## config.mk

```make
export PLATFORM = sky130hd
export DESIGN_NAME = iosfb_top
export DESIGN_NICKNAME = d
export VERILOG_FILES = /design/src/common/iosfb_pkg.sv /design/src/rtl/iosfb_fifo.sv /design/src/rtl/iosfb_top.sv
export VERILOG_INCLUDE_DIRS = /design/src /design/src/common
export SDC_FILE = /design/constraint.sdc
export NUM_CORES = 1
export LEC_CHECK = 0
export ABC_AREA = 0
export ABC_CLOCK_PERIOD_IN_PS = 5700
export BUFFER_PORTS_ARGS = -buffer_cell sky130_fd_sc_hd__buf_2
export CORE_MARGIN = 1
export CORE_UTILIZATION = 30
export CTS_BUF_LIST = sky130_fd_sc_hd__clkbuf_8
export CTS_CLUSTER_SIZE = 8
export DETAILED_ROUTE_END_ITERATION = 10
export SETUP_SLACK_MARGIN = 0.02
export SLEW_MARGIN = 20
export SYNTH_ARGS = -nofsm -noshare
export SYNTH_HDL_FRONTEND = slang
export SYNTH_HIERARCHICAL = 1
export SYNTH_SLANG_ARGS = --single-unit
```

## constraint.sdc

```tcl
create_clock -name CLK_IN -period 5.7 [get_ports CLK_IN]
set_clock_uncertainty 0.05 [all_clocks]
set_input_delay 0.855 -clock CLK_IN [delete_from_list [all_inputs] [get_ports CLK_IN]]
set_output_delay 0.855 -clock CLK_IN [all_outputs]
set_load 0.005 [all_outputs]
```

## src/common/iosfb_map.svh

```systemverilog
`ifndef IOSFB_MAP_SVH
`define IOSFB_MAP_SVH

`define IOSFB_START_DELIM   8'h7E
`define IOSFB_FRAME_TYPE    8'h92
`define IOSFB_OFF_LEN       5'h01
`define IOSFB_OFF_TYPE      5'h03
`define IOSFB_OFF_SRC64     5'h04
`define IOSFB_OFF_SRC16     5'h0C
`define IOSFB_OFF_RXOPT     5'h0E
`define IOSFB_OFF_NSAMP     5'h0F
`define IOSFB_OFF_DMASK     5'h10
`define IOSFB_OFF_AMASK     5'h12
`define IOSFB_HEAD_LAST     5'h12
`define IOSFB_CKSUM_FIRST   5'h03
`define IOSFB_CKSUM_BASE    8'hFF
`define IOSFB_FIXED_LEN     16'h0010
`define IOSFB_DIG_LEN       16'h0002
`define IOSFB_ANA_LEN       16'h0002
`define IOSFB_DLINE_VALID   16'h7FFF
`define IOSFB_AMASK_VALID   8'h8F
`define IOSFB_SUPPLY_BIT    7
`define IOSFB_SUPPLY_CHAN   3'h4
`define IOSFB_NO_CHAN       3'h5
`define IOSFB_AO_STANDARD   8'h00
`define IOSFB_FIFO_DEPTH    32

`endif

```

## src/common/iosfb_pkg.sv

```systemverilog
`default_nettype none

package iosfb_pkg;

  typedef struct packed {
    logic [63:0]      src_addr;
    logic [15:0]      net_addr;
    logic [7:0]       rx_options;
    logic [7:0]       num_samples;
    logic [15:0]      line_mask;
    logic [7:0]       chan_mask;
    logic [15:0]      line_samples;
    logic [4:0][15:0] analog;
  } iosfb_sample_type;

  typedef enum logic [2:0] {
    IOSFB_IDLE,
    IOSFB_HEAD,
    IOSFB_DIG,
    IOSFB_ANA,
    IOSFB_SUM
  } iosfb_state_type;

endpackage : iosfb_pkg

`default_nettype wire

```

## src/rtl/iosfb_fifo.sv

```systemverilog
`timescale 1ns/100ps
`default_nettype none

module iosfb_fifo #(
  parameter int WIDTH = 8,
  parameter int DEPTH = 32
) (
  input  wire logic             clk_in,
  input  wire logic             resetn_in,
  input  wire logic             in_valid_in,
  output logic                  in_ready_out,
  input  wire logic [WIDTH-1:0] in_data_in,
  output logic                  out_valid_out,
  input  wire logic             out_ready_in,
  output logic [WIDTH-1:0]      out_data_out
);

  localparam int AW = $clog2(DEPTH);

  logic [WIDTH-1:0] mem [DEPTH];
  logic [AW-1:0]    wr_ptr_reg;
  logic [AW-1:0]    rd_ptr_reg;
  logic [AW:0]      count_reg;
  logic             out_valid_reg;
  logic [WIDTH-1:0] out_data_reg;
  logic             wr_en;
  logic             rd_en;

  // The output stage is a register, so the consumer never sees memory read timing.
  assign in_ready_out  = (count_reg != (AW+1)'(DEPTH));
  assign wr_en         = in_valid_in && in_ready_out;
  assign rd_en         = (count_reg != '0) && (!out_valid_reg || out_ready_in);
  assign out_valid_out = out_valid_reg;
  assign out_data_out  = out_data_reg;

  always_ff @(posedge clk_in) begin
    if (wr_en) begin
      mem[wr_ptr_reg] <= in_data_in;
    end
  end

  always_ff @(posedge clk_in or negedge resetn_in) begin
    if (!resetn_in) begin
      wr_ptr_reg <= '0;
      rd_ptr_reg <= '0;
      count_reg  <= '0;
    end else begin
      if (wr_en) begin
        wr_ptr_reg <= (wr_ptr_reg == AW'(DEPTH-1)) ? '0 : wr_ptr_reg + 1'b1;
      end
      if (rd_en) begin
        rd_ptr_reg <= (rd_ptr_reg == AW'(DEPTH-1)) ? '0 : rd_ptr_reg + 1'b1;
      end
      count_reg <= count_reg + (AW+1)'(wr_en) - (AW+1)'(rd_en);
    end
  end

  always_ff @(posedge clk_in or negedge resetn_in) begin
    if (!resetn_in) begin
      out_valid_reg <= 1'b0;
      out_data_reg  <= '0;
    end else if (rd_en) begin
      out_valid_reg <= 1'b1;
      out_data_reg  <= mem[rd_ptr_reg];
    end else if (out_ready_in) begin
      out_valid_reg <= 1'b0;
    end
  end

endmodule : iosfb_fifo

`default_nettype wire

```

## src/rtl/iosfb_top.sv

```systemverilog
// What this block does
// - Digital line mask, 16 bits, sits at offset 16; bit 15 unused.
// - Analog channel mask, 8 bits, sits at offset 18; bits 0-3 flag inputs.
// - Mask bit 7 flags that a supply voltage reading is included.
// - Digital sample word is sent only when the line mask is nonzero.
// - Sample bits of lines without sampling enabled read as zero.
// - Sample word bit positions match line mask bit positions.
// - One 16-bit reading per enabled analog input, after any sample word.
// - Readings go in ascending channel order, disabled channels skipped.
// - Checksum is 0xFF minus low byte of sum from offset 3 onward.
// - Frame type code 0x92 stands at offset 3.
// - Length field counts bytes between length field and checksum.
// - Frames leave only in API mode with standard output option.
// - Sample set count sits in an 8-bit field at offset 15.
`include "iosfb_map.svh"
`timescale 1ns/100ps
`default_nettype none

module iosfb_top
  import iosfb_pkg::*;
#(
  parameter int FIFO_DEPTH = `IOSFB_FIFO_DEPTH
) (
  input  wire logic             CLK_IN,
  input  wire logic             RESETN_IN,
  input  wire logic             API_MODE_IN,
  input  wire logic [7:0]       API_OUTPUT_OPTION_IN,
  input  wire logic             REQ_VALID_IN,
  input  wire iosfb_sample_type REQ_DATA_IN,
  output logic                  REQ_READY_OUT,
  output logic                  TX_VALID_OUT,
  output logic [7:0]            TX_BYTE_OUT,
  input  wire logic             TX_READY_IN,
  output logic                  FRAME_DONE_OUT,
  output logic                  DROPPED_OUT
);

  iosfb_state_type  state_reg;
  iosfb_sample_type req_reg;
  logic [4:0]       idx_reg;
  logic [2:0]       chan_reg;
  logic             lo_reg;
  logic [7:0]       sum_reg;
  logic [15:0]      len_reg;
  logic             ready_reg;
  logic             done_reg;
  logic             drop_reg;
  logic             fifo_ready;
  logic             emit;
  logic [7:0]       cur_byte;
  logic [15:0]      dig_w;
  logic             accept;

  function automatic logic chan_on(input logic [7:0] mask, input logic [2:0] ch);
    if (ch == `IOSFB_SUPPLY_CHAN) begin
      chan_on = mask[`IOSFB_SUPPLY_BIT];
    end else begin
      chan_on = (ch < `IOSFB_SUPPLY_CHAN) && mask[ch[1:0]];
    end
  endfunction : chan_on

  // First enabled channel at or above the start; no channel left gives the end marker.
  function automatic logic [2:0] next_chan(input logic [7:0] mask, input logic [2:0] from);
    next_chan = `IOSFB_NO_CHAN;
    for (int c = 4; c >= 0; c--) begin
      if ((3'(c) >= from) && chan_on(mask, 3'(c))) begin
        next_chan = 3'(c);
      end
    end
  endfunction : next_chan

  function automatic logic [15:0] frame_len(input iosfb_sample_type r);
    frame_len = `IOSFB_FIXED_LEN;
    if ((r.line_mask & `IOSFB_DLINE_VALID) != 16'h0000) begin
      frame_len = frame_len + `IOSFB_DIG_LEN;
    end
    for (int c = 0; c < 5; c++) begin
      if (chan_on(r.chan_mask, 3'(c))) begin
        frame_len = frame_len + `IOSFB_ANA_LEN;
      end
    end
  endfunction : frame_len

  function automatic logic [7:0] head_byte(input logic [4:0] idx, input iosfb_sample_type r,
                                           input logic [15:0] len);
    logic [15:0] dmask;
    dmask = r.line_mask & `IOSFB_DLINE_VALID;
    head_byte = 8'h00;
    case (idx)
      5'h00:   head_byte = `IOSFB_START_DELIM;
      `IOSFB_OFF_LEN:   head_byte = len[15:8];
      5'h02:   head_byte = len[7:0];
      `IOSFB_OFF_TYPE:  head_byte = `IOSFB_FRAME_TYPE;
      `IOSFB_OFF_SRC16: head_byte = r.net_addr[15:8];
      5'h0D:   head_byte = r.net_addr[7:0];
      `IOSFB_OFF_RXOPT: head_byte = r.rx_options;
      `IOSFB_OFF_NSAMP: head_byte = r.num_samples;
      `IOSFB_OFF_DMASK: head_byte = dmask[15:8];
      5'h11:   head_byte = dmask[7:0];
      `IOSFB_OFF_AMASK: head_byte = r.chan_mask & `IOSFB_AMASK_VALID;
      default: begin
        if (idx >= `IOSFB_OFF_SRC64 && idx < `IOSFB_OFF_SRC16) begin
          head_byte = r.src_addr[8*(11-int'(idx)) +: 8];
        end
      end
    endcase
  endfunction : head_byte

  // Unsampled and unused lines are forced low regardless of what the source left there.
  function automatic logic [15:0] dig_word(input iosfb_sample_type r);
    dig_word = r.line_samples & r.line_mask & `IOSFB_DLINE_VALID;
  endfunction : dig_word

  assign accept = ready_reg && REQ_VALID_IN;
  assign emit   = (state_reg != IOSFB_IDLE) && fifo_ready;
  assign dig_w  = dig_word(req_reg);

  always_comb begin
    cur_byte = 8'h00;
    case (state_reg)
      IOSFB_HEAD: cur_byte = head_byte(idx_reg, req_reg, len_reg);
      IOSFB_DIG:  cur_byte = lo_reg ? dig_w[7:0] : dig_w[15:8];
      IOSFB_ANA:  cur_byte = lo_reg ? req_reg.analog[chan_reg][7:0] : req_reg.analog[chan_reg][15:8];
      IOSFB_SUM:  cur_byte = `IOSFB_CKSUM_BASE - sum_reg;
      default:    cur_byte = 8'h00;
    endcase
  end

  // Once a frame has started, the sequencer only advances when the FIFO has room, so a stalled port holds it.
  always_ff @(posedge CLK_IN or negedge RESETN_IN) begin
    if (!RESETN_IN) begin
      state_reg <= IOSFB_IDLE;
      idx_reg   <= 5'h00;
      chan_reg  <= 3'h0;
      lo_reg    <= 1'b0;
    end else begin
      case (state_reg)
        IOSFB_IDLE: begin
          idx_reg <= 5'h00;
          lo_reg  <= 1'b0;
          if (accept && API_MODE_IN && (API_OUTPUT_OPTION_IN == `IOSFB_AO_STANDARD)) begin
            state_reg <= IOSFB_HEAD;
          end
        end
        IOSFB_HEAD: begin
          if (emit) begin
            idx_reg <= idx_reg + 5'h01;
            if (idx_reg == `IOSFB_HEAD_LAST) begin
              chan_reg <= next_chan(req_reg.chan_mask, 3'h0);
              // The host sees only the mask as sent, so a mask with just the unused bit carries no word.
              if ((req_reg.line_mask & `IOSFB_DLINE_VALID) != 16'h0000) begin
                state_reg <= IOSFB_DIG;
              end else if (next_chan(req_reg.chan_mask, 3'h0) != `IOSFB_NO_CHAN) begin
                state_reg <= IOSFB_ANA;
              end else begin
                state_reg <= IOSFB_SUM;
              end
            end
          end
        end
        IOSFB_DIG: begin
          if (emit) begin
            lo_reg <= ~lo_reg;
            if (lo_reg) begin
              state_reg <= (chan_reg != `IOSFB_NO_CHAN) ? IOSFB_ANA : IOSFB_SUM;
            end
          end
        end
        IOSFB_ANA: begin
          if (emit) begin
            lo_reg <= ~lo_reg;
            if (lo_reg) begin
              chan_reg <= next_chan(req_reg.chan_mask, chan_reg + 3'h1);
              if (next_chan(req_reg.chan_mask, chan_reg + 3'h1) == `IOSFB_NO_CHAN) begin
                state_reg <= IOSFB_SUM;
              end
            end
          end
        end
        IOSFB_SUM: begin
          if (emit) begin
            state_reg <= IOSFB_IDLE;
          end
        end
        default: state_reg <= IOSFB_IDLE;
      endcase
    end
  end

  always_ff @(posedge CLK_IN or negedge RESETN_IN) begin
    if (!RESETN_IN) begin
      req_reg <= '0;
      len_reg <= 16'h0000;
    end else if (accept) begin
      req_reg <= REQ_DATA_IN;
      len_reg <= frame_len(REQ_DATA_IN);
    end
  end

  always_ff @(posedge CLK_IN or negedge RESETN_IN) begin
    if (!RESETN_IN) begin
      sum_reg <= 8'h00;
    end else if (state_reg == IOSFB_IDLE) begin
      sum_reg <= 8'h00;
    end else if (emit && (state_reg != IOSFB_SUM)) begin
      if (state_reg != IOSFB_HEAD || idx_reg >= `IOSFB_CKSUM_FIRST) begin
        sum_reg <= sum_reg + cur_byte;
      end
    end
  end

  // Ready drops the cycle after a request is taken, so only one frame is in flight.
  always_ff @(posedge CLK_IN or negedge RESETN_IN) begin
    if (!RESETN_IN) begin
      ready_reg <= 1'b0;
      done_reg  <= 1'b0;
      drop_reg  <= 1'b0;
    end else begin
      ready_reg <= (state_reg == IOSFB_IDLE && !accept) || (state_reg == IOSFB_SUM && emit);
      done_reg  <= (state_reg == IOSFB_SUM) && emit;
      drop_reg  <= accept && !(API_MODE_IN && (API_OUTPUT_OPTION_IN == `IOSFB_AO_STANDARD));
    end
  end

  assign REQ_READY_OUT  = ready_reg;
  assign FRAME_DONE_OUT = done_reg;
  assign DROPPED_OUT    = drop_reg;

  iosfb_fifo #(
    .WIDTH (8),
    .DEPTH (FIFO_DEPTH)
  ) u_fifo (
    .clk_in        (CLK_IN),
    .resetn_in     (RESETN_IN),
    .in_valid_in   (emit),
    .in_ready_out  (fifo_ready),
    .in_data_in    (cur_byte),
    .out_valid_out (TX_VALID_OUT),
    .out_ready_in  (TX_READY_IN),
    .out_data_out  (TX_BYTE_OUT)
  );

endmodule : iosfb_top

`default_nettype wire

```

== Word level (Yosys, flattened, before mapping) ==
Memory sizes are Yosys's and may differ from the RTL's. A register that Yosys moved wholly into a read port is not among the register bits.
Index checks and enable logic that the tools add are counted.

* Word-level logic and storage cells: 251
* Memory bits (writable): 256
* Register bits: 270
* Memories kept: 1
* Input port bits: 229

{| class="wikitable"
|+ Memories
! memory !! words !! bits a word !! read ports !! clocked after Yosys merged registers in !! write ports !! line !! source
|-
| u_fifo.mem || 32 || 8 || 1 || 1 || 1 || iosfb_fifo.sv:20 || <nowiki>logic [WIDTH-1:0] mem [DEPTH];</nowiki>
|}

* Order comparisons: 9
* Bitwise gates (word level): 2
* Eq/ne operators: 32
* Add/sub/neg operators: 14
* Multiplexer cells: 124
* Shifts and indexed selects: 1
* Reductions and logical operators: 43

{| class="wikitable"
|+ Operator list
! operator !! number
|-
| $mux W16 || 11
|-
| $mux W3 || 33
|-
| $pmux W8 S11 || 1
|-
| $add A16 B2 Y16 const B || 5
|-
| $shiftx A64 B9 Y8 || 1
|-
| $mux W1 || 63
|-
| $bmux W16 S3 || 1
|-
| $mux W8 || 6
|-
| $pmux W8 S4 || 1
|-
| $reduce_bool A16 Y1 || 2
|-
| $eq A5 B5 Y1 const B || 5
|-
| $eq A5 B4 Y1 const B || 4
|-
| $ne A2 B2 Y1 const B || 9
|-
| $logic_and A1 B1 Y1 || 17
|-
| $add A5 B1 Y5 const B || 3
|-
| $and A15 B15 Y15 || 1
|-
| $mux W5 || 3
|-
| $pmux W3 S5 || 1
|-
| $reduce_bool A2 Y1 || 6
|-
| $eq A5 B2 Y1 const B || 2
|-
| $pmux W5 S2 || 1
|-
| $ne A3 B3 Y1 const B || 3
|-
| $reduce_and A9 Y1 || 1
|-
| $add A8 B8 Y8 || 1
|-
| other kinds (33) || 44
|}

== Logic depth before layout (Yosys ltp) ==
* Depth after elaboration: 20
* Mapped depth: 21
* Depth with buffers taken out: 18

== By module ==
Netlist, hierarchy kept.

{| class="wikitable"
|+ By module, submodules not included
! module !! area each (sq um) !! instances !! cells each !! sequential area each (sq um)
|-
| iosfb_top || 12039.0 || 1 || 955 || 6030.8
|-
| iosfb_fifo || 11340.9 || 1 || 591 || 8313.0
|}

== Worst setup path before layout ==
Ideal clock, no wire load.

* Path type: register to register
* Start point: reg idx_reg[4]
* End point: reg sum_reg[7]
* Setup slack: 888 ps
* Arrival: 4638 ps
* Buffers on the path: 4
* Clock period less this slack: 4812 ps
* Cell stages (with the launch flop): 21
* Path through: dfrtp_1 -> buf_6 -> clkbuf_1 -> inv_1 -> ha_1 -> clkbuf_1 -> nor4b_1 -> o21ai_0 -> or4_1 -> buf_2 -> o2111ai_1 -> a22oi_1 -> o21ai_0 -> ha_1 -> a21oi_1 -> o2111ai_1 -> a21o_1 -> a21oi_1 -> o21ai_1 -> a31oi_1 -> o21bai_1

* Cells in the longest elaborated chain, start to end: 9

{| class="wikitable"
|+ Ends and longest elaborated chain
! item !! line !! source
|-
| start: declaration || iosfb_top.sv:40 || <nowiki>logic [4:0] idx_reg;</nowiki>
|-
| start signal: assignment || iosfb_top.sv:147 || <nowiki>idx_reg <= idx_reg + 5'h01;</nowiki>
|-
| $sub A4 B5 Y6, or another cell as far along || iosfb_top.sv:103 || <nowiki>head_byte = r.src_addr[8*(11-int'(idx)) +: 8];</nowiki>
|-
| $shiftx A64 B9 Y8 / $logic_and A1 B1 Y1 (equally long branches) || n/a ||
|-
| $mux W8 || iosfb_top.sv:102 || <nowiki>if (idx >= `IOSFB_OFF_SRC64 && idx < `IOSFB_OFF_SRC16) begin</nowiki>
|-
| $pmux W8 S11 (*) || iosfb_top.sv:89 || <nowiki>case (idx)</nowiki>
|-
| $pmux W8 S4 (*) || iosfb_top.sv:120 || <nowiki>case (state_reg)</nowiki>
|-
| via cur_byte[1] || iosfb_top.sv:50 || <nowiki>logic [7:0] cur_byte;</nowiki>
|-
| $add A8 B8 Y8 (*) || iosfb_top.sv:207 || <nowiki>sum_reg <= sum_reg + cur_byte;</nowiki>
|-
| $mux W8 (*) || iosfb_top.sv:206 || <nowiki>if (state_reg != IOSFB_HEAD || idx_reg >= `IOSFB_CKSUM_FIRST) begin</nowiki>
|-
| $mux W8 (*) || iosfb_top.sv:205 || <nowiki>end else if (emit && (state_reg != IOSFB_SUM)) begin</nowiki>
|-
| $mux W8 (*) || iosfb_top.sv:203 || <nowiki>end else if (state_reg == IOSFB_IDLE) begin</nowiki>
|-
| end signal: assignment || iosfb_top.sv:207 ||
|-
| end: declaration || iosfb_top.sv:43 || <nowiki>logic [7:0] sum_reg;</nowiki>
|}

Mark *: on every way through the listed nets, which the timed path passes. The rest lies on a longest branch. The select of a mux whose other input is x is not followed.
A chain may end at the register's enable or synchronous reset.

== Worst setup path after layout ==
* Start point: reg idx_reg[2]
* End point: reg sum_reg[7]

Same word-level chain as after synthesis.

==> results by group <==
Outcome
  – Status: finished, final reports clean

Cells and area
  – Fillers: roughly 7500
  – Max FFs per register: about 260
  – Layout cells sized above 1: roughly two fifths
  – Area grow syn2layout: 17.5%
  – Final-stage net count: 2084

Floorplan
  – Io pins: 241
  – Die X: 281 µm
  – Starting Density: 30.2%
  – DIE AREA: 79100 µm²
  – Die height: about 280 µm
  – Rows: 102
  – Core footprint: just under 80000 µm²

Timing
  – RSZ-0062 raised after global routing: false
  – Hold Vio Cnt, Final: 0
  – Min Hold Slack: roughly 0.15 ns
  – Relative slew slack: around a third
  – Final setup TNS: 0 ns
  – Max Freq: 207 MHz
  – Period minus WS final: 4.82 ns
  – Worst slew pin tran: 1.01 ns
  – Final setup fails: 0
  – Pins Over Slew Limit: 0
  – Crit share post-route: 84.6%

Worst setup path
  – CP top delay family: compound AO/OA/AOI/OAI gates
  – Arrival time at the worst endpoint: around 5.3 ns
  – Slowest stage delay, CP: 0.61 ns
  – WP buf/inv: 1
  – Worst path slowest cell: dfrtp_1
  – Crit. End Element: register
  – Crit path kind: register to register
  – CP required: 6.21 ns
  – Crit-path cells: inv_1 -> ha_1 -> a221o_1 -> or4_1 -> o2111ai_1 -> a22oi_1 -> o21ai_2 -> ha_1 -> a21oi_1 -> o2111ai_1 -> a21o_1 -> a21oi_1 -> o21ai_1 -> a31oi_1 -> o21bai_1
  – Crit Path Max Fanout: 14
  – Worst setup SP type: register

Clock tree
  – Post-cts sizing count: 0
  – CTS Root Buffer Type: clkbuf_8
  – Bufs on Longest Clock Path: 3
  – CTS sink cnt: roughly 520
  – H-tree lvl count: 3
  – Number of hold buffers added after CTS: 0
  – Post-CTS setup repair buffer count: 0
  – TritonCTS clock tree: done
  – TritonCTS buffer count: 93
  – Clock transition at the registers of the reported paths: 0.06 ns
  – Skew-Pair Late Insertion Delay: approximately 0.7 ns

Global routing
  – Total track usage: approximately 15%
  – GRT overflow: 0
  – First-pass GRT wire length: 91700 µm
  – Number of global-route vias before repair: 15161
  – Largest net degree at the start of global routing: 127
  – Initial antenna violation count: 8

Synth
  – Top-area cell type share of the netlist area: 32.9%
  – Post-Syn Area: around 23000 µm²
  – Synth Instances: 1546
  – Mean Syn Cell Area: between 15 and 20 µm²
  – Synth cell count leaders: dfrtp_1 (266), edfxtp_1 (256), mux2_2 (227)
  – Post-synth ARST share: 51.0%
  – Post-synth EDFFs: between 200 and 300
  – Register area share after synthesis: 61.4%
  – YS warnings: 6
  – Register bit count reported by yosys: around 520
  – Most frequent cell after synthesis: dfrtp_1
  – Post-synth top area cell: edfxtp_1
  – Post-synth top flop: dfrtp_1
  – Synth cell types: 72
  – Synth Net Count: 1819
  – Synth top area cells: edfxtp_1 (33%), dfrtp_1 (28%), mux2_2 (11%), mux4_2 (8.1%), ha_1 (2.2%)

Placed design
  – HPWL Detailed: 41200 µm
  – Port bufs: 235
  – GPL Wtd Cong: 0.899

Worst hold path
  – Tightest Hold Check Type: primary input to async pin

Detailed routing
  – Routed Antenna Nets: 0
  – Drt pass-1 iters: 5
  – Via density per instance: ~5.0
  – Via count: 14513
  – DR iter-0 viols: around 860
  – Wirelength, routed: 60200 µm
  – WL per Instance: ~21 µm
  – Drt drc: 0

Pwr
  – Leakage: 10.7 nW
  – Pwr Density: 570 nW/µm²
  – Peak supply drop: 329 µV
  – Power Total: 0.0157 W

Flow run
  – Max-Cap Viols: 0
==> routing by layer <==
layer / wire (µm) / global-route usage [%] / vias up / share of wire, %
met2: 28700 / 24.7 / 502 / 48
met4: 1820 / 5.39 / 10 / 3.0
met3: 4180 / 4.04 / 129 / 6.9
met1: 25400 / 19.7 / 7389 / 42
li1: - / - / 6483 / -
met5: 58 / 0 / - / 0.096
==> power breakdown <==
part | internal, W | switching (W)
clock | 0.00178 | 0.00157
combinational | 0.00262 | 0.00303
sequential | 0.00569 | 0.000974
total | 0.0101 | 0.00558
==> kinds of logic after synthesis <==
family / count (synthesis) / share of synthesized area (%)
adders and majority gates: 44 / 2.42
xor gates and xnor gates: 18 / 0.674
DFF: 522 / 61.4
buffers and inverters: 120 / 2.34
AOI/OAI and AO/OA: 217 / 6.42
muxes: 352 / 21.0
and+or+nand+nor: 273 / 5.81
==> final timing paths <==
| check | cells past startpoint | slack (ns) | to | from |
|---|---|---|---|---|
| min reg2reg | 1 | 0.44 | len_reg[7]$_DFFE_PN0P_ | len_reg[7]$_DFFE_PN0P_ |
| max reg2reg | 15 | 0.88 | sum_reg[7]$_DFFE_PN0P_ | idx_reg[2]$_DFFE_PN0P_ |
| min in group CLK_IN | 2 | 0.33 | req_reg[153]$_DFFE_PN0P_ | REQ_DATA_IN[153] |
| min | 1 | 0.15 | req_reg[36]$_DFFE_PN0P_ | RESETN_IN |
| max in group asynchronous | 2 | 4.03 | u_fifo/rd_ptr_reg[0]$_DFFE_PN0P_ | RESETN_IN |
| max | 15 | 0.88 | sum_reg[7]$_DFFE_PN0P_ | idx_reg[2]$_DFFE_PN0P_ |
==> area by class of cell <==
class	instances	area, µm²	area share [%]
well taps	1040	1300	4.74
clock inverters	66	390	1.42
clock buffers	101	1390	5.06
flip-flops and latches	522	14400	52.2
inverters	30	113	0.410
multi-input cells	904	8510	31.0
diodes	1	2.50	0.00911
repair buffers	260	1420	5.16
==> cells in the final DEF, fill, tap and decap left out, types with 7 or more instances in the layout <==
| master | count |
|---|---|
| mux2_2 | 227 |
| a21o_1 | 9 |
| xnor2_1 | 15 |
| a221oi_1 | 8 |
| and3_1 | 8 |
| a22o_1 | 7 |
| o22ai_1 | 10 |
| a31oi_1 | 13 |
| buf_2 | 234 |
| or2_2 | 12 |
| clkbuf_8 | 101 |
| inv_1 | 61 |
| dfrtp_1 | 263 |
| a21oi_1 | 21 |
| mux2i_1 | 38 |
| clkinv_2 | 7 |
| mux4_2 | 84 |
| nand2_1 | 73 |
| nand2b_1 | 15 |
| edfxtp_1 | 256 |
| a211oi_1 | 8 |
| o22a_1 | 7 |
| ha_1 | 42 |
| o21ai_0 | 47 |
| and2_1 | 15 |
| nor2b_1 | 7 |
| nor2_1 | 72 |
| buf_4 | 22 |
| nand3_1 | 26 |
| a22oi_1 | 31 |
| clkinv_1 | 18 |
| o211ai_1 | 8 |
| nor3_1 | 7 |
| nor4_1 | 10 |
| o311ai_1 | 7 |
==> metrics by stage <==
step           cell area, µm²  std cells  worst slack, ns  util (%)
3_5_place_dp            25700       2756            0.925      33.2
4_1_cts                 27500       2923            0.907      35.5
2_1_floorplan           23400       1546            0.888         -
5_1_grt                 27500       2923            0.494      35.5
3_3_place_gp            25700       2755            0.957      33.2
6_report                27500       2924            0.877      35.5
Note: power is estimated with default switching activity, not from simulation.
